--- config.mk ---
export PLATFORM = sky130hd
export DESIGN_NAME = stream3_attr_regs
export DESIGN_NICKNAME = d
export VERILOG_FILES = /design/src/shared/stream3_attr_pkg.sv /design/src/design/stream3_attr_regs.sv /design/src/design/stream3_mn_select.sv /design/src/design/stream3_reg_decode.sv
export VERILOG_INCLUDE_DIRS = /design/src /design/src/shared
export SDC_FILE = /design/constraint.sdc
export NUM_CORES = 1
export LEC_CHECK = 0
export BUFFER_PORTS_ARGS = -buffer_cell sky130_fd_sc_hd__buf_2
export CAP_MARGIN = 20
export CORE_MARGIN = 2
export CORE_UTILIZATION = 54
export CTS_CLUSTER_SIZE = 14
export DETAILED_ROUTE_END_ITERATION = 6
export PLACE_DENSITY = 0.91
export SYNTH_ARGS = -nofsm -noshare
export SYNTH_HDL_FRONTEND = slang
export SYNTH_SLANG_ARGS = --single-unit
--- constraint.sdc ---
create_clock -name CLK_I -period 5.4 [get_ports CLK_I]
set_clock_uncertainty 0.2 [all_clocks]
set_input_delay 1.08 -clock CLK_I [delete_from_list [all_inputs] [get_ports CLK_I]]
set_output_delay 1.08 -clock CLK_I [all_outputs]
set_load 0.05 [all_outputs]
--- src/shared/stream3_attr_map.svh ---
`ifndef STREAM3_ATTR_MAP_SVH
`define STREAM3_ATTR_MAP_SVH

// Register byte offsets, one aligned 32-bit word each
`define S3_ATTR_BYTE0_OFF        12'h574
`define S3_ATTR_BYTE1_OFF        12'h578
`define S3_CLK_REC_M_OFF         12'h57C
`define S3_TU_LENGTH_OFF         12'h580
`define S3_CLK_REC_N_OFF         12'h584
`define S3_PIX_PER_BEAT_OFF      12'h588

// One-hot select positions
`define S3_SEL_ATTR0             0
`define S3_SEL_ATTR1             1
`define S3_SEL_M                 2
`define S3_SEL_TU                3
`define S3_SEL_N                 4
`define S3_SEL_PIX               5
`define S3_SEL_COUNT             6

// Attribute byte 0 fields
`define S3_A0_SYNC_BIT           0
`define S3_A0_FMT_LSB            1
`define S3_A0_RANGE_BIT          3
`define S3_A0_COLOR_BIT          4
`define S3_A0_DEPTH_LSB          5
// Attribute byte 1 fields, bits 7:3 reserved
`define S3_A1_VT_EVEN_BIT        0
`define S3_A1_STEREO_LSB         1

// Reset values
`define S3_ATTR_BYTE0_RST        8'h00
`define S3_ATTR_BYTE1_RST        3'h0
`define S3_CLK_REC_RST           24'h000000
`define S3_TU_LENGTH_RST         7'h40
`define S3_PIX_PER_BEAT_RST      3'h1

`endif

--- src/shared/stream3_attr_pkg.sv ---
package stream3_attr_pkg;

    // Pixel-width selector encodings; others are reserved
    typedef enum logic [2:0] {
        PIX_ONE  = 3'h1,
        PIX_TWO  = 3'h2,
        PIX_FOUR = 3'h4
    } pix_width_t;

    // Byte-lane merge of a write into an existing word
    function automatic logic [31:0] lane_merge(input logic [31:0] old_word,
                                               input logic [31:0] wdata,
                                               input logic [3:0]  strb);
        logic [31:0] res;
        res = old_word;
        for (int i = 0; i < 4; i++) begin
            if (strb[i]) begin
                res[i*8 +: 8] = wdata[i*8 +: 8];
            end
        end
        return res;
    endfunction

endpackage

--- src/design/stream3_attr_regs.sv ---
// Notes on behaviour
// - Attribute byte 0 holds sync-clock flag, format [2:1], range 3, colorimetry 4, depth [7:5].
// - Attribute byte 1 holds even-vertical-total in bit 0, stereo in [2:1], bits above reserved.
// - In asynchronous mode the computed M goes to the stream and the M register is untouched.
// - In asynchronous mode the computed N goes to the stream and the N register is untouched.
// - The transfer-unit size is 64 after reset.
// - Bit 0 of the transfer-unit size ignores writes, so the size stays even.
// - The pixel-width selector picks one, two or four pixels per beat with 1, 2 or 4.
//
// The APB register port is this design's own decision.
`timescale 1ns/10ps
`include "stream3_attr_map.svh"

module stream3_attr_regs #(
    parameter int ADDR_W = 12
) (
    input  wire logic              CLK_I,               // Register clock, 50 MHz
    input  wire logic              RESETN_I,            // Synchronous reset, active low
    input  wire logic              PSEL_I,              // APB select
    input  wire logic              PENABLE_I,           // APB access phase
    input  wire logic              PWRITE_I,            // APB direction, high for write
    input  wire logic [ADDR_W-1:0] PADDR_I,             // APB byte address
    input  wire logic [31:0]       PWDATA_I,            // APB write data
    input  wire logic [3:0]        PSTRB_I,             // APB write byte lanes
    output logic                   PREADY_O,            // APB ready
    output logic      [31:0]       PRDATA_O,            // APB read data
    output logic                   PSLVERR_O,           // APB error, unmapped address
    input  wire logic [23:0]       AUTO_M_I,            // Computed M, asynchronous mode
    input  wire logic [23:0]       AUTO_N_I,            // Computed N, asynchronous mode
    output logic      [7:0]        ATTR_BYTE0_O,        // Attribute byte 0 to stream
    output logic      [7:0]        ATTR_BYTE1_O,        // Attribute byte 1 to stream
    output logic                   SYNC_CLOCK_O,        // Synchronous clocking mode
    output logic      [1:0]        COMPONENT_FORMAT_O,  // Component format
    output logic                   DYNAMIC_RANGE_O,     // Dynamic range
    output logic                   COLORIMETRY_O,       // Colorimetry
    output logic      [2:0]        BIT_DEPTH_O,         // Bit depth per component
    output logic                   VTOTAL_EVEN_O,       // Interlaced even vertical total
    output logic      [1:0]        STEREO_ATTR_O,       // Stereo video attribute
    output logic      [23:0]       INSERT_M_O,          // M value placed in stream
    output logic      [23:0]       INSERT_N_O,          // N value placed in stream
    output logic      [6:0]        TU_LENGTH_O,         // Transfer-unit size to framing
    output logic      [2:0]        PIXELS_PER_BEAT_O,   // Pixel-width selector
    output logic                   PIX_WIDTH_VALID_O    // Selector holds a defined code
);

    // Address space of the decoder is 12 bits at least; refused at elaboration
    if (ADDR_W < 12 || ADDR_W > 32) begin : g_bad_addr_w
        $error("ADDR_W must be between 12 and 32");
    end

    // Register state
    logic [7:0]               attr0_q;
    logic [2:0]               attr1_q;
    logic [23:0]              m_q;
    logic [5:0]               tu_hi_q;
    logic [23:0]              n_q;
    logic [2:0]               pix_q;
    logic [31:0]              prdata_q;
    logic                     pix_valid_q;

    // Reset size kept at full width so only bits 6:1 are picked for storage
    localparam logic [6:0] TU_RST_VAL = `S3_TU_LENGTH_RST;

    // Bus decode
    logic [`S3_SEL_COUNT-1:0] sel;
    logic                     hit;
    logic                     wr_en;
    logic                     rd_setup;
    logic [31:0]              rd_word;
    logic [31:0]              m_d;
    logic [31:0]              n_d;
    logic [31:0]              low_d;

    stream3_reg_decode #(
        .ADDR_W (ADDR_W)
    ) u_decode (
        .paddr_i (PADDR_I),
        .sel_o   (sel),
        .hit_o   (hit)
    );

    // Zero wait states; writes land at the access edge
    assign PREADY_O  = 1'b1;
    assign wr_en     = PSEL_I && PENABLE_I && PWRITE_I;
    assign rd_setup  = PSEL_I && !PENABLE_I && !PWRITE_I;
    assign PSLVERR_O = PSEL_I && PENABLE_I && !hit;

    // Merged words for every register
    assign low_d = stream3_attr_pkg::lane_merge(32'h00000000, PWDATA_I, PSTRB_I);
    assign m_d   = stream3_attr_pkg::lane_merge({8'h00, m_q}, PWDATA_I, PSTRB_I);
    assign n_d   = stream3_attr_pkg::lane_merge({8'h00, n_q}, PWDATA_I, PSTRB_I);

    // Attribute byte 0
    always_ff @(posedge CLK_I) begin
        if (!RESETN_I) begin
            attr0_q <= `S3_ATTR_BYTE0_RST;
        end else if (wr_en && sel[`S3_SEL_ATTR0] && PSTRB_I[0]) begin
            attr0_q <= low_d[7:0];
        end
    end

    // Attribute byte 1, reserved bits are not stored
    always_ff @(posedge CLK_I) begin
        if (!RESETN_I) begin
            attr1_q <= `S3_ATTR_BYTE1_RST;
        end else if (wr_en && sel[`S3_SEL_ATTR1] && PSTRB_I[0]) begin
            attr1_q <= low_d[2:0];
        end
    end

    // M holds only what software wrote; the computed value bypasses it
    always_ff @(posedge CLK_I) begin
        if (!RESETN_I) begin
            m_q <= `S3_CLK_REC_RST;
        end else if (wr_en && sel[`S3_SEL_M]) begin
            m_q <= m_d[23:0];
        end
    end

    // N holds only what software wrote
    always_ff @(posedge CLK_I) begin
        if (!RESETN_I) begin
            n_q <= `S3_CLK_REC_RST;
        end else if (wr_en && sel[`S3_SEL_N]) begin
            n_q <= n_d[23:0];
        end
    end

    // Only bits 6:1 of the transfer-unit size are stored
    always_ff @(posedge CLK_I) begin
        if (!RESETN_I) begin
            tu_hi_q <= TU_RST_VAL[6:1];
        end else if (wr_en && sel[`S3_SEL_TU] && PSTRB_I[0]) begin
            tu_hi_q <= low_d[6:1];
        end
    end

    // Range 32..64 is left to software; no clamping here
    assign TU_LENGTH_O = {tu_hi_q, 1'b0};

    // Pixel-width selector
    always_ff @(posedge CLK_I) begin
        if (!RESETN_I) begin
            pix_q <= `S3_PIX_PER_BEAT_RST;
        end else if (wr_en && sel[`S3_SEL_PIX] && PSTRB_I[0]) begin
            pix_q <= low_d[2:0];
        end
    end

    // Defined encodings flagged; reserved ones only drop the valid flag
    always_ff @(posedge CLK_I) begin
        if (!RESETN_I) begin
            pix_valid_q <= 1'b1;
        end else if (wr_en && sel[`S3_SEL_PIX] && PSTRB_I[0]) begin
            case (low_d[2:0])
                stream3_attr_pkg::PIX_ONE,
                stream3_attr_pkg::PIX_TWO,
                stream3_attr_pkg::PIX_FOUR: pix_valid_q <= 1'b1;
                default:                    pix_valid_q <= 1'b0;
            endcase
        end
    end

    assign PIXELS_PER_BEAT_O = pix_q;
    assign PIX_WIDTH_VALID_O = pix_valid_q;

    // Read mux; M and N return programmed contents in either mode
    always_comb begin
        rd_word = 32'h00000000;
        case (1'b1)
            sel[`S3_SEL_ATTR0]: rd_word = {24'h000000, attr0_q};
            sel[`S3_SEL_ATTR1]: rd_word = {29'h00000000, attr1_q};
            sel[`S3_SEL_M]:     rd_word = {8'h00, m_q};
            sel[`S3_SEL_TU]:    rd_word = {25'h0000000, TU_LENGTH_O};
            sel[`S3_SEL_N]:     rd_word = {8'h00, n_q};
            sel[`S3_SEL_PIX]:   rd_word = {29'h00000000, pix_q};
            default:            rd_word = 32'h00000000;
        endcase
    end

    // Read data captured in setup so it stands through the access phase
    always_ff @(posedge CLK_I) begin
        if (!RESETN_I) begin
            prdata_q <= 32'h00000000;
        end else if (rd_setup) begin
            prdata_q <= rd_word;
        end
    end

    assign PRDATA_O = prdata_q;

    // Field views of the attribute bytes
    assign ATTR_BYTE0_O       = attr0_q;
    assign SYNC_CLOCK_O       = attr0_q[`S3_A0_SYNC_BIT];
    assign COMPONENT_FORMAT_O = attr0_q[`S3_A0_FMT_LSB +: 2];
    assign DYNAMIC_RANGE_O    = attr0_q[`S3_A0_RANGE_BIT];
    assign COLORIMETRY_O      = attr0_q[`S3_A0_COLOR_BIT];
    assign BIT_DEPTH_O        = attr0_q[`S3_A0_DEPTH_LSB +: 3];
    assign ATTR_BYTE1_O       = {5'h00, attr1_q};
    assign VTOTAL_EVEN_O      = attr1_q[`S3_A1_VT_EVEN_BIT];
    assign STEREO_ATTR_O      = attr1_q[`S3_A1_STEREO_LSB +: 2];

    // Stream values picked by clocking mode, one cycle of latency
    stream3_mn_select u_mn_select (
        .clk_i      (CLK_I),
        .resetn_i   (RESETN_I),
        .sync_clk_i (attr0_q[`S3_A0_SYNC_BIT]),
        .prog_m_i   (m_q),
        .prog_n_i   (n_q),
        .auto_m_i   (AUTO_M_I),
        .auto_n_i   (AUTO_N_I),
        .ins_m_o    (INSERT_M_O),
        .ins_n_o    (INSERT_N_O)
    );
endmodule // stream3_attr_regs

--- src/design/stream3_mn_select.sv ---
`timescale 1ns/10ps

module stream3_mn_select (
    input  wire logic        clk_i,      // Register clock
    input  wire logic        resetn_i,   // Synchronous reset, active low
    input  wire logic        sync_clk_i, // Synchronous clocking mode
    input  wire logic [23:0] prog_m_i,   // Programmed M
    input  wire logic [23:0] prog_n_i,   // Programmed N
    input  wire logic [23:0] auto_m_i,   // Computed M
    input  wire logic [23:0] auto_n_i,   // Computed N
    output logic      [23:0] ins_m_o,    // M inserted into main stream
    output logic      [23:0] ins_n_o     // N inserted into main stream
);

    // Computed values go only to the stream, never to the programmed copy
    always_ff @(posedge clk_i) begin
        if (!resetn_i) begin
            ins_m_o <= 24'h000000;
            ins_n_o <= 24'h000000;
        end else begin
            ins_m_o <= sync_clk_i ? prog_m_i : auto_m_i;
            ins_n_o <= sync_clk_i ? prog_n_i : auto_n_i;
        end
    end

endmodule // stream3_mn_select

--- src/design/stream3_reg_decode.sv ---
`timescale 1ns/10ps
`include "stream3_attr_map.svh"

module stream3_reg_decode #(
    parameter int ADDR_W = 12
) (
    input  wire logic [ADDR_W-1:0]         paddr_i, // Byte address
    output logic      [`S3_SEL_COUNT-1:0]  sel_o,   // One-hot register select
    output logic                           hit_o    // Address maps a register
);

    // Offsets fit in 12 bits; upper address bits must be zero
    always_comb begin
        sel_o = '0;
        if ((paddr_i >> 12) == '0) begin
            case (paddr_i[11:0])
                `S3_ATTR_BYTE0_OFF:   sel_o[`S3_SEL_ATTR0] = 1'b1;
                `S3_ATTR_BYTE1_OFF:   sel_o[`S3_SEL_ATTR1] = 1'b1;
                `S3_CLK_REC_M_OFF:    sel_o[`S3_SEL_M]     = 1'b1;
                `S3_TU_LENGTH_OFF:    sel_o[`S3_SEL_TU]    = 1'b1;
                `S3_CLK_REC_N_OFF:    sel_o[`S3_SEL_N]     = 1'b1;
                `S3_PIX_PER_BEAT_OFF: sel_o[`S3_SEL_PIX]   = 1'b1;
                default:              sel_o = '0;
            endcase
        end
    end

    assign hit_o = |sel_o;

endmodule // stream3_reg_decode

Yosys cells after proc, flatten, opt, wreduce, memory -nomap -nowiden
Index checks and enable logic that the tools add are counted.
- output and inout bits: 120
- bits of input ports: 101
- bits in registers: 149
- logic and storage cells: 65
- equality and inequality tests: 9
- reduce and logical (&&, ||, !) cells: 26
- mux-type cells: 16
- operator list (cell ; count):
    $mux 24 ; 7
    $eq 12x11->1 const B ; 6
    $logic_and 1x1->1 ; 15
    $reduce_and 2->1 ; 6
    $mux 8 ; 1
    $mux 1 ; 7
    $reduce_or 6->1 ; 1
    $eq 3x1->1 const B ; 1
    $eq 3x2->1 const B ; 1
    $eq 3x3->1 const B ; 1
    $logic_not 1->1 ; 3
    $mux 3 ; 1
    $reduce_or 3->1 ; 1

Longest topological paths before layout
Gate-level depths: netlist (run 1).
- word-level depth: 8
- depth in mapped cells: 7
- depth with buffers taken out: 5

Cells and area by module
From an unflattened synthesis (run 1), not the netlist that was laid out.
- cells, all modules: 707
- area total of the unflattened synthesis: 6271.0 um^2
- by module, submodules not included (module ; sequential area each (um^2) ; instances ; cells an instance ; area an instance (um^2)):
    stream3_attr_regs ; 1861.8 ; 1 ; 534 ; 4307.9
    stream3_mn_select ; 960.9 ; 1 ; 155 ; 1845.5
    stream3_reg_decode ; 0.0 ; 1 ; 18 ; 117.6

Worst setup path after synthesis (run 1)
Ideal clock, no wire load.
- path kind: input port to output port
- from: input port PADDR_I[7]
- to: output port PSLVERR_O
- cell stages on the path: 6
- path buffers: 1
- data arrival time: 2445 ps
- data required time: 4120 ps
- slack: 1675 ps
- cells stage by stage: nor4b_4 -> and2_1 -> buf_2 -> nor2_1 -> o22ai_1 -> a21oi_1
- longest elaborated chain between the ends: 5
- elaborated cells on any way between the ends: 15
- classes of those cells: eq/ne (6); mux (6); reduce/logical (3)
- ends and longest elaborated chain (element ; line ; text):
    start: declaration ; stream3_attr_regs.sv:22 ; input wire logic [ADDR_W-1:0] PADDR_I,
    $eq 12x11->1 ; stream3_reg_decode.sv:16 ; case (paddr_i[11:0])
    $mux 1 ; stream3_reg_decode.sv:16 ;
    $reduce_or 6->1 (*) ; stream3_reg_decode.sv:28 ; assign hit_o = |sel_o;
    $logic_not 1->1 (*) ; stream3_attr_regs.sv:86 ; assign PSLVERR_O = PSEL_I && PENABLE_I && !hit;
    $logic_and 1x1->1 (*) ; stream3_attr_regs.sv:86 ;
    end: declaration ; stream3_attr_regs.sv:27 ; output logic PSLVERR_O,
Mark *: on every way between the ends. The rest lies on a longest branch, timed or not.

Worst setup path in the final report (run 1)
- from: input port PADDR_I[5]
- to: output port PSLVERR_O
Same word-level chain as after synthesis.

==> qor.json, run 1 <==
{
  "status": "finished clean",
  "clk_tree_root_cell": "clkbuf_16",
  "layout_setup_ws_ps": 1493,
  "crit_path_max_incr_delay_ps": 460,
  "power.ir.vdd_worst_mv": 0.2672,
  "critPathCaptureType": "output pin",
  "die_h_um": 110.4,
  "finalNonFillerCells": 920,
  "worstReg2RegEnd": "PRDATA_O[0]$_SDFFE_PN0P_",
  "clock_insertion_delay_worst_skew_ps": 410,
  "crit_path_top_delay_cell": "nor4b_4",
  "post-route-util": 0.6916,
  "cp_common_cell": "buf_2",
  "floorplan.die_area_mm2": 0.01218,
  "grt_pass1_wl_um": 23580,
  "reg2reg_depth": 5,
  "muxShareOfSynthArea": 0.1871,
  "synth_cell_types": 47,
  "syn_area_per_cell_um2": 10.25,
  "final_cell_mix": "buf_2, dfxtp_1, nor2b_1, mux2i_1, nand2_1",
  "synth-edff-count": 0,
  "period_share": 0.7236,
  "worstSetupStartpointType": "primary input",
  "static_leakage_uw": 0.003037,
  "largest_family_of_logic_cells_by_synthesized_area": "simple AND/OR/NAND/NOR gates",
  "crit_buf_inv": 2,
  "ys_ff_latch": 141,
  "crit_family": "simple AND/OR/NAND/NOR gates",
  "yosys_most_used_dff": "dfxtp_1",
  "dp_hpwl_um": 11130,
  "drt_pre_antenna_iters": 5,
  "hold_violations": 0,
  "final_number_of_max_transition_violations": 0,
  "pin_count_of_the_biggest_net_entering_global_routing": 87,
  "cell_taking_the_most_area_after_synthesis": "dfxtp_1",
  "setup.worst_path.start": "PADDR_I[5]",
  "num_rows": 38,
  "worst_r2r_startpoint": "ATTR_BYTE0_O[0]$_SDFFE_PN0P_",
  "power_density_over_the_cells_mw_per_mm2": 313.5,
  "period_minus_slack_ps": 3907,
  "holdCritPathClass": "reg -> reg",
  "crit_type": "in -> out",
  "fillCellCount": 818,
  "grt.overflow.total": 0,
  "tightestPinTransition_ps": 982.1,
  "cts-buffers-inserted": 17,
  "timing.critical_path.arrival_ps": 2630,
  "critical_path_cell_by_cell": "buf_2, nor4b_4, and2_1, nor2_1, o22ai_1, a21oi_1, buf_2",
  "route.vias.total": 4998,
  "ys_seq_area_frac": 0.4619,
  "placedInstanceArea_mm2": 0.007002,
  "vias_per_cell": 5.433,
  "dieWidth_um": 110.4,
  "tritoncts_clock_tree": "built",
  "drt-wirelength-per-cell_um": 17.11,
  "max_clock_freq_mhz": 255.9,
  "path_depth": 7,
  "grt_usage": 0.2564,
  "floorplan.initialDensity": 0.5588,
  "first_global_vias": 4799,
  "fin_area_mm2": 0.007564,
  "synth_compound_gate_area_share": 0.09111,
  "cts_hold_buf": 0,
  "clock_path_buffers": 2,
  "pre_cts_ws_ps": 1521,
  "relSlewSlack": 0.3453,
  "unrepaired_setup_endpoints_after_global_routing": "false",
  "synth_area_leaders": "dfxtp_1, mux2i_1, nor2b_1",
  "antenna_cells": 0,
  "synth-simple-area-share": 0.2000,
  "setup-violations-final": 0,
  "antenna_found_initial": 0,
  "layout.cells.most_common": "buf_2",
  "asyncSetResetFlopFracSynth": 0,
  "max_cap_violations": 0,
  "io_buffer_count": 196,
  "first_iter_violations": 332,
  "post_cts.repair.setup_buffers": 0,
  "finalWeightedCongestion": 0.8876,
  "yosysWarnings": 0,
  "crit_fanout": 7,
  "placeableCoreArea_mm2": 0.01094,
  "area_share_of_fa_ha_maj_cells_after_synthesis": 0,
  "drive_above_1_share": 0.3218,
  "drt.antenna.violating_nets": 0,
  "totalWireLength_um": 15740,
  "post_synth_xor_area_fraction": 0.001433,
  "dpl.cell_count": 889,
  "cts_resized": 0,
  "finalNetCount": 870,
  "drc": 0,
  "synthToLayoutAreaGrowth_pct": 23.77,
  "post_synth_instance_area_mm2": 0.006111,
  "worst_setup_path_endpoint": "PSLVERR_O",
  "htree_num_levels": 4,
  "yosys.area.top_type_share": 0.4619,
  "clk_transition_reported_paths_ps": 50,
  "cts.sink_count": 141,
  "setup_total_negative_slack_ps": 0,
  "reg2reg_setup_slack_ps": 3340,
  "post_synth_inst_count": 596,
  "pin_count": 221,
  "cp.required_ps": 4120
}
-- state kept, by name, indices dropped and copies added, names as in the netlist --
| name | cells |
|---|---|
| attr1_q | 3 |
| u_mn_select.ins_m_o | 24 |
| m_q | 24 |
| n_q | 24 |
| PIX_WIDTH_VALID_O | 1 |
| ATTR_BYTE0_O | 8 |
| tu_hi_q | 6 |
| PRDATA_O | 24 |
| PIXELS_PER_BEAT_O | 3 |
| u_mn_select.ins_n_o | 24 |
-- report_power, final --
group          total [µW]  internal (µW)  switching, µW
logic                 237           70.3            167
clock network        1070            659            408
registers            1070           1060           5.21
total                2370           1790            580
-- per-layer routing --
layer	routed length [µm]	global-route usage	share of wire
met2	8063	0.4452	0.51
met4	296	0.1027	0.019
met1	6070	0.2997	0.39
met5	0	0	0
met3	1311	0.06878	0.083
-- worst min-delay path by stage --
stage                                 to  slack, ps                      start  cells after the start
2_1_floorplan   PRDATA_O[3]$_SDFFE_PN0P_        260        m_q[3]$_SDFFE_PN0P_                      2
3_3_place_gp   PRDATA_O[22]$_SDFFE_PN0P_        230  PRDATA_O[22]$_SDFFE_PN0P_                      2
3_5_place_dp   PRDATA_O[18]$_SDFFE_PN0P_        250  PRDATA_O[18]$_SDFFE_PN0P_                      2
4_1_cts        PRDATA_O[22]$_SDFFE_PN0P_        260  PRDATA_O[22]$_SDFFE_PN0P_                      2
5_1_grt         PRDATA_O[2]$_SDFFE_PN0P_        280   PRDATA_O[2]$_SDFFE_PN0P_                      2
6_report       PRDATA_O[22]$_SDFFE_PN0P_        260  PRDATA_O[22]$_SDFFE_PN0P_                      2
-- layout make-up --
| type | count | area, µm² | area share |
|---|---|---|---|
| multi-input combinational | 407 | 2988 | 0.3950 |
| sequential | 141 | 2824 | 0.3734 |
| timing repair buffer | 201 | 1031 | 0.1363 |
| clock buffer | 22 | 474.2 | 0.06270 |
| tap | 140 | 175.2 | 0.02316 |
| clock inverter | 8 | 67.56 | 0.008933 |
| inverter | 1 | 3.754 | 0.0004963 |
-- worst register-to-register path, delay by kind of cell (launching register included) --
| family | cells | cell delay [ps] |
|---|---|---|
| buf+inv | 2 | 760 |
| compound gates | 3 | 690 |
| flops | 1 | 350 |
-- metrics by stage --
stage	total power, µW	hold WS (ps)
2_1_floorplan	1258	259.7
3_3_place_gp	1318	231.7
3_5_place_dp	1324	248.7
4_1_cts	2380	261.0
5_1_grt	2445	279.1
6_report	2371	255.5
-- kinds of logic after synthesis --
logic type | count (synthesis)
simple gates | 191
compound gates | 86
flops | 141
mux | 114
buf+inv | 61
other cells | 2
xor+xnor | 1
-- synthesized netlist by cell type, types with 2 or more instances --
cell type    n
dfxtp_1    141
nor2b_1    114
mux2i_1    112
nand2_1     33
o21ai_0     30
buf_4       29
a22oi_1     26
clkbuf_1    20
buf_2        7
a21oi_1      6
nand3_1      5
nor2_1       5
a21boi_0     4
a2bb2oi_1    4
a31oi_1      4
nor3_4       4
and3_1       3
nand2b_1     3
nand4_1      3
nor2_2       3
nor2_4       3
o22ai_1      3
a211oi_1     2
and2_1       2
buf_1        2
clkbuf_2     2
conb_1       2
mux2_2       2
nand2_4      2
o211ai_1     2
o311ai_0     2
Note: power is estimated with default switching activity, not from simulation.
==> run 2: changes to the inputs <==
--- a/config.mk
+++ b/config.mk
@@ -9,10 +9,10 @@
 export BUFFER_PORTS_ARGS = -buffer_cell sky130_fd_sc_hd__buf_2
 export CAP_MARGIN = 20
 export CORE_MARGIN = 2
-export CORE_UTILIZATION = 54
+export CORE_UTILIZATION = 50
 export CTS_CLUSTER_SIZE = 14
 export DETAILED_ROUTE_END_ITERATION = 6
-export PLACE_DENSITY = 0.91
+export PLACE_DENSITY = 0.85
 export SYNTH_ARGS = -nofsm -noshare
 export SYNTH_HDL_FRONTEND = slang
 export SYNTH_SLANG_ARGS = --single-unit
==> constraint.sdc (replaced) <==
create_clock -name CLK_I -period 3.93 [get_ports CLK_I]
set_clock_uncertainty 0.2 [all_clocks]
set_input_delay 0.786 -clock CLK_I [delete_from_list [all_inputs] [get_ports CLK_I]]
set_output_delay 0.786 -clock CLK_I [all_outputs]
set_load 0.05 [all_outputs]
==> run 2 against run 1 <==
  * Flip-flop and latch count did not move
  * Global-route usage fell by 2.6 points
  * Register-to-register slack got worse by 1200 ps
  * Cell count rose by 1.1%
  * Total power rose by 54%
  * Clock power rose by 74%
  * Sequential share of layout area fell by 0.72 points
  * Non-clock buffer count rose by 1
  * Combinational power rose by 37%
  * Critical path depth did not move
  * Sequential power rose by 37%
  * Critical endpoint unchanged
==> qor.json, run 2 (synthesized netlist as in run 1, its figures left out) <==
{
  "status": {"value": "finished clean", "change": "unchanged"},
  "pin_count_of_the_biggest_net_entering_global_routing": {"value": 58, "change": "was 87"},
  "htree_num_levels": {"value": 4, "change": "unchanged"},
  "period_minus_slack_ps": 3319,
  "max_cap_violations": {"value": 0, "change": "unchanged"},
  "grt.overflow.total": {"value": 0, "change": "unchanged"},
  "cts_resized": {"value": 0, "change": "unchanged"},
  "finalWeightedCongestion": {"value": 0.8839, "change": "was 0.8876"},
  "antenna_cells": {"value": 0, "change": "unchanged"},
  "pin_count": {"value": 221, "change": "unchanged"},
  "cp.required": {"value": 2940, "unit": "ps", "change": "was 4120 ps"},
  "hold_violations": {"value": 0, "change": "unchanged"},
  "first_iter_violations": {"value": 369, "change": "was 332"},
  "finalNonFillerCells": {"value": 930, "change": "was 920"},
  "timing.critical_path.arrival": {"value": 2330, "unit": "ps", "change": "was 2630 ps"},
  "finalNetCount": {"value": 871, "change": "was 870"},
  "power.ir.vdd_worst": {"value": 0.2648, "unit": "mV", "change": "was 0.2672 mV"},
  "clk_tree_root_cell": {"value": "clkbuf_16", "change": "unchanged"},
  "io_buffer_count": {"value": 196, "change": "unchanged"},
  "report.power.total": {"value": 3647, "unit": "µW", "change": "was 2371 µW"},
  "dp_hpwl": {"value": 10720, "unit": "µm", "change": "was 11130 µm"},
  "drt.antenna.violating_nets": {"value": 0, "change": "unchanged"},
  "tightestPinTransition": {"value": 961.1, "unit": "ps", "change": "was 982.1 ps"},
  "placeableCoreArea": {"value": 0.01196, "unit": "mm²", "change": "was 0.01094 mm²"},
  "grt_pass1_wl": {"value": 23560, "unit": "µm", "change": "was 23580 µm"},
  "tritoncts_clock_tree": {"value": "built", "change": "unchanged"},
  "final_cell_mix": {"value": "buf_2, dfxtp_1, nor2b_1, mux2i_1, nand2_1", "change": "unchanged"},
  "cts-buffers-inserted": {"value": 17, "change": "unchanged"},
  "floorplan.initialDensity": {"value": 0.5109, "change": "was 0.5588"},
  "max_clock_freq_mhz": 301.3,
  "fillCellCount": {"value": 944, "change": "was 818"},
  "clock_path_buffers": {"value": 2, "change": "unchanged"},
  "num_rows": {"value": 40, "change": "was 38"},
  "die_h": {"value": 114.6, "unit": "µm", "change": "was 110.4 µm"},
  "clk_transition_reported_paths": {"value": 60, "unit": "ps", "change": "was 50 ps"},
  "holdCritPathClass": {"value": "reg -> reg", "change": "unchanged"},
  "worstSetupStartpointType": {"value": "primary input", "change": "unchanged"},
  "drt-wirelength-per-cell": {"value": 16.55, "unit": "µm", "change": "was 17.11 µm"},
  "antenna_found_initial": {"value": 0, "change": "unchanged"},
  "power_density_over_the_cells": {"value": 472.4, "unit": "mW/mm²", "change": "was 313.5 mW/mm²"},
  "critPathCaptureType": {"value": "output pin", "change": "unchanged"},
  "drc": {"value": 0, "change": "unchanged"},
  "crit_type": {"value": "in -> out", "change": "unchanged"},
  "cts.sink_count": {"value": 141, "change": "unchanged"},
  "synthToLayoutAreaGrowth": {"value": 26.33, "unit": "%", "change": "was 23.77%"},
  "post_cts.repair.setup_buffers": {"value": 0, "change": "unchanged"},
  "totalWireLength": {"value": 15390, "unit": "µm", "change": "was 15740 µm"},
  "floorplan.die_area": {"value": 0.01312, "unit": "mm²", "change": "was 0.01218 mm²"},
  "dieWidth": {"value": 114.6, "unit": "µm", "change": "was 110.4 µm"},
  "first_global_vias": {"value": 4560, "change": "was 4799"},
  "vias_per_cell": {"value": 5.311, "change": "was 5.433"},
  "final_number_of_max_transition_violations": {"value": 0, "change": "unchanged"},
  "clock_insertion_delay_worst_skew": {"value": 410, "unit": "ps", "change": "about the same"},
  "dpl.cell_count": {"value": 898, "change": "was 889"},
  "setup_total_negative_slack": {"value": 0, "unit": "ps", "change": "unchanged"},
  "crit_fanout": {"value": 7, "change": "unchanged"},
  "period_share": 0.8446,
  "drive_above_1_share": {"value": 0.3244, "change": "was 0.3218"},
  "drt_pre_antenna_iters": {"value": 5, "change": "unchanged"},
  "layout.cells.most_common": {"value": "buf_2", "change": "unchanged"},
  "unrepaired_setup_endpoints_after_global_routing": {"value": "false", "change": "unchanged"},
  "cts_hold_buf": {"value": 0, "change": "unchanged"},
  "relSlewSlack": {"value": 0.3586, "change": "was 0.3453"},
  "route.vias.total": {"value": 4939, "change": "was 4998"},
  "static_leakage": {"value": 0.003102, "unit": "µW", "change": "was 0.003037 µW"},
  "setup-violations-final": {"value": 0, "change": "unchanged"},
  "grt_usage": {"value": 0.2308, "change": "was 0.2564"}
}
[run 2: cell count changes in the layout (fill, tap and decap cells not counted), sizes merged]
cell,before,now
bufinv,1,6
clkinv,6,3
buf,201,202
[run 2: metal layers]
layer,global-route usage,up-vias,share of wire
met5,0,-,0
met4,0.1138,0,0.031
met3,0.04341,37,0.064
met2,0.3830,240,0.49
met1,0.2876,2281,0.42
li1,-,2381,-
[run 2: final timing paths]
path	end	cells past startpoint	slack [ps]	startpoint
worst min register to register	PRDATA_O[13]$_SDFFE_PN0P_	2	260	PRDATA_O[13]$_SDFFE_PN0P_
worst min-delay path	PRDATA_O[13]$_SDFFE_PN0P_	2	260	PRDATA_O[13]$_SDFFE_PN0P_
worst max-delay path	PSLVERR_O	7	610	PADDR_I[5]
worst max register to register	u_mn_select.ins_n_o[18]$_SDFF_PN0_	3	2170	ATTR_BYTE0_O[0]$_SDFFE_PN0P_
[run 2: cell type report]
cell class / count / area [µm²] / share of cell area
Timing Repair Buffer: 202 / 1026 / 0.1329
Multi-Input combinational cell: 407 / 2988 / 0.3870
Sequential cell: 141 / 2826 / 0.3661
Clock buffer: 22 / 485.5 / 0.06289
Clock inverter: 10 / 206.4 / 0.02674
Tap cell: 147 / 183.9 / 0.02382
Inverter: 1 / 3.754 / 0.0004862
[run 2: power by group]
part,switching (µW),leakage [µW],internal (µW)
Combinational,229,0.00162,95.4
Clock,595,0.000335,1260
Sequential,7.78,0.00115,1460
Total,832,0.00310,2820
[run 2: per-stage QoR]
stage | worst slack, ps | hold WS, ps | area (µm²) | utilization
finish | 610.7 | 256.0 | 7720 | 0.6454
global route | 512.1 | 267.4 | 7720 | 0.6454
CTS | 633.9 | 255.2 | 7720 | 0.6454
detailed placement | 638.9 | 241.6 | 7028 | 0.5876
global placement | 673.7 | 229.1 | 7028 | 0.5876
floorplan | 792.8 | 259.7 | 6160 | -
[run 2: critical path, stage by stage]
cell and delay, ps:
buf_2 120, nor4b_4 470, and2_1 390, nor2_1 70, o22ai_1 160, a21oi_1 100
buf_2 230
==> run 3: changes to the inputs <==
==> constraint.sdc (replaced) <==
create_clock -name CLK_I -period 3.2 [get_ports CLK_I]
set_clock_uncertainty 0.2 [all_clocks]
set_input_delay 0.64 -clock CLK_I [delete_from_list [all_inputs] [get_ports CLK_I]]
set_output_delay 0.64 -clock CLK_I [all_outputs]
set_load 0.05 [all_outputs]
==> run 3 against run 2 <==
  * Total power rose by 9.9%
  * Highest routed layer unchanged
  * Flip-flop and latch count did not move
  * Non-clock buffer count rose by 7
  * Combinational power rose by 23%
  * Clock-buffer cell count rose by 1
  * Die area did not move
  * Register-to-register slack got worse by 500 ps
  * Sequential power rose by 22%
  * First-iteration DRC count rose by 3.3%
  * Via count fell by 0.97%
  * Core utilization fell by 0.81 points
  * Critical path depth did not move
==> qor.json, run 3 (synthesized netlist as in run 1, its figures left out) <==
{
  "grt_use_met1": {"value": 0.2807, "change": "was 0.2876"},
  "crit_type": {"value": "in -> out", "change": "unchanged"},
  "grt_util_met2": {"value": 0.3909, "change": "was 0.3830"},
  "relSlewSlack": {"value": 0.5949, "change": "was 0.3586"},
  "use_met3": {"value": 0.04764, "change": "was 0.04341"},
  "tightestPinTransition": {"value": 605.8, "unit": "ps", "change": "was 961.1 ps"},
  "setup_total_negative_slack": {"value": 0, "unit": "ps", "change": "unchanged"},
  "power_density_over_the_cells": {"value": 525.8, "unit": "mW/mm²", "change": "was 472.4 mW/mm²"},
  "placedInstanceArea": {"value": 0.007081, "unit": "mm²", "change": "was 0.007028 mm²"},
  "crit_fanout": {"value": 6, "change": "was 7"},
  "holdCritPathClass": {"value": "reg -> reg", "change": "unchanged"},
  "route.vias.total": {"value": 4891, "change": "was 4939"},
  "floorplan.die_area": {"value": 0.01312, "unit": "mm²", "change": "unchanged"},
  "final_cell_mix": {"value": "buf_2, dfxtp_1, nor2b_1, mux2i_1, nand2_1", "change": "unchanged"},
  "hold_violations": {"value": 0, "change": "unchanged"},
  "drive_above_1_share": {"value": 0.3274, "change": "was 0.3244"},
  "dpl.cell_count": {"value": 905, "change": "was 898"},
  "drc": {"value": 0, "change": "unchanged"},
  "antenna_cells": {"value": 0, "change": "unchanged"},
  "grt.overflow.total": {"value": 0, "change": "unchanged"},
  "vias_per_cell": {"value": 5.231, "change": "was 5.311"},
  "fillCellCount": {"value": 991, "change": "was 944"},
  "io_buffer_count": {"value": 196, "change": "unchanged"},
  "dp_hpwl": {"value": 10790, "unit": "µm", "change": "was 10720 µm"},
  "timing.critical_path.arrival": {"value": 1950, "unit": "ps", "change": "was 2330 ps"},
  "period_share": 0.8717,
  "cts-buffers-inserted": {"value": 17, "change": "unchanged"},
  "final_number_of_max_transition_violations": {"value": 0, "change": "unchanged"},
  "max_cap_violations": {"value": 0, "change": "unchanged"},
  "post_cts.repair.setup_buffers": {"value": 0, "change": "unchanged"},
  "clk_transition_reported_paths": {"value": 50, "unit": "ps", "change": "was 60 ps"},
  "period_minus_slack_ps": 2789,
  "setup-violations-final": {"value": 0, "change": "unchanged"},
  "num_rows": {"value": 40, "change": "unchanged"},
  "drt.antenna.violating_nets": {"value": 0, "change": "unchanged"},
  "grt_usage": {"value": 0.2292, "change": "was 0.2308"},
  "clock_path_buffers": {"value": 2, "change": "unchanged"},
  "layout.cells.most_common": {"value": "buf_2", "change": "unchanged"},
  "tritoncts_clock_tree": {"value": "built", "change": "unchanged"},
  "status": {"value": "finished clean", "change": "unchanged"},
  "grt_pass1_wl": {"value": 23450, "unit": "µm", "change": "was 23560 µm"},
  "finalWeightedCongestion": {"value": 0.9129, "change": "was 0.8839"},
  "fin_area": {"value": 0.007624, "unit": "mm²", "change": "was 0.007720 mm²"},
  "unrepaired_setup_endpoints_after_global_routing": {"value": "false", "change": "unchanged"},
  "finalNonFillerCells": {"value": 935, "change": "was 930"},
  "clock_insertion_delay_worst_skew": {"value": 410, "unit": "ps", "change": "about the same"},
  "totalWireLength": {"value": 15170, "unit": "µm", "change": "was 15390 µm"},
  "drt-wirelength-per-cell": {"value": 16.22, "unit": "µm", "change": "was 16.55 µm"},
  "cp.required": {"value": 2360, "unit": "ps", "change": "was 2940 ps"},
  "floorplan.initialDensity": {"value": 0.5109, "change": "unchanged"},
  "dieWidth": {"value": 114.6, "unit": "µm", "change": "unchanged"},
  "pin_count_of_the_biggest_net_entering_global_routing": {"value": 80, "change": "was 58"},
  "static_leakage": {"value": 0.003068, "unit": "µW", "change": "was 0.003102 µW"},
  "cts_hold_buf": {"value": 0, "change": "unchanged"},
  "antenna_found_initial": {"value": 0, "change": "unchanged"},
  "htree_num_levels": {"value": 4, "change": "unchanged"},
  "pin_count": {"value": 221, "change": "unchanged"},
  "cts_resized": {"value": 0, "change": "unchanged"},
  "cts.sink_count": {"value": 141, "change": "unchanged"},
  "clk_tree_root_cell": {"value": "clkbuf_16", "change": "unchanged"},
  "worstSetupStartpointType": {"value": "primary input", "change": "unchanged"},
  "post-route-util": {"value": 0.6373, "change": "was 0.6454"},
  "critPathCaptureType": {"value": "output pin", "change": "unchanged"},
  "layout_setup_ws": {"value": 410.6, "unit": "ps", "change": "was 610.7 ps"},
  "first_global_vias": {"value": 4702, "change": "was 4560"},
  "power.ir.vdd_worst": {"value": 0.2784, "unit": "mV", "change": "was 0.2648 mV"},
  "drt_pre_antenna_iters": {"value": 5, "change": "unchanged"},
  "synthToLayoutAreaGrowth": {"value": 24.75, "unit": "%", "change": "was 26.33%"},
  "die_h": {"value": 114.6, "unit": "µm", "change": "unchanged"},
  "finalNetCount": {"value": 878, "change": "was 871"},
  "placeableCoreArea": {"value": 0.01196, "unit": "mm²", "change": "unchanged"},
  "pre_cts_ws": {"value": 426.5, "unit": "ps", "change": "was 638.9 ps"},
  "first_iter_violations": {"value": 381, "change": "was 369"},
  "grt.busiest_layer": {"value": "met2", "change": "unchanged"},
  "max_clock_freq_mhz": 358.5
}
## run 3: cell count changes in the layout (fill, tap and decap cells not counted), sizes merged
cell / before / now
buf: 202 / 209
bufinv: 6 / 1
clkbuf: 22 / 23
clkinv: 3 / 4
clkinvlp: 1 / 2
## run 3: final timing paths
kind,slack [ps],from,to,cells after the start
max,410,PADDR_I[5],PSLVERR_O,7
min,250,PRDATA_O[20]$_SDFFE_PN0P_,PRDATA_O[20]$_SDFFE_PN0P_,2
max reg2reg,1670,ATTR_BYTE0_O[0]$_SDFFE_PN0P_,u_mn_select.ins_m_o[19]$_SDFF_PN0_,3
min reg2reg,250,PRDATA_O[20]$_SDFFE_PN0P_,PRDATA_O[20]$_SDFFE_PN0P_,2
## run 3: critical path, cell delays in order
cell and delay (ps):
buf_2 130, nor4b_4 450, and2_1 220, nor2_1 40
o22ai_1 140, a21oi_1 100, buf_2 230
## run 3: report_power, final
group / total, µW / switching, µW / internal (µW)
combinational: 398 / 280 / 119
clock: 1810 / 694 / 1110
sequential: 1800 / 9.50 / 1790
total: 4010 / 984 / 3020
## run 3: metrics by stage
stage	power, µW	hold WS (ps)
floorplan	2122	259.7
global placement	2230	228.8
detailed placement	2235	238.0
CTS	4033	250.5
global route	4135	267.1
finish	4008	245.8
## run 3: layout make-up
class | count | area [µm²] | share of cell area
multi-input combinational | 407 | 2988 | 0.3919
clock buffer | 23 | 478.0 | 0.06269
timing repair buffer | 209 | 1079 | 0.1415
tap | 147 | 183.9 | 0.02413
clock inverter | 7 | 65.06 | 0.008534
sequential | 141 | 2826 | 0.3708
inverter | 1 | 3.754 | 0.0004924
## run 3: layer usage
layer | wire (µm) | share of wire
met1 | 6488 | 0.43
met2 | 7481 | 0.49
met3 | 890 | 0.059
met4 | 306 | 0.020
met5 | 0 | 0
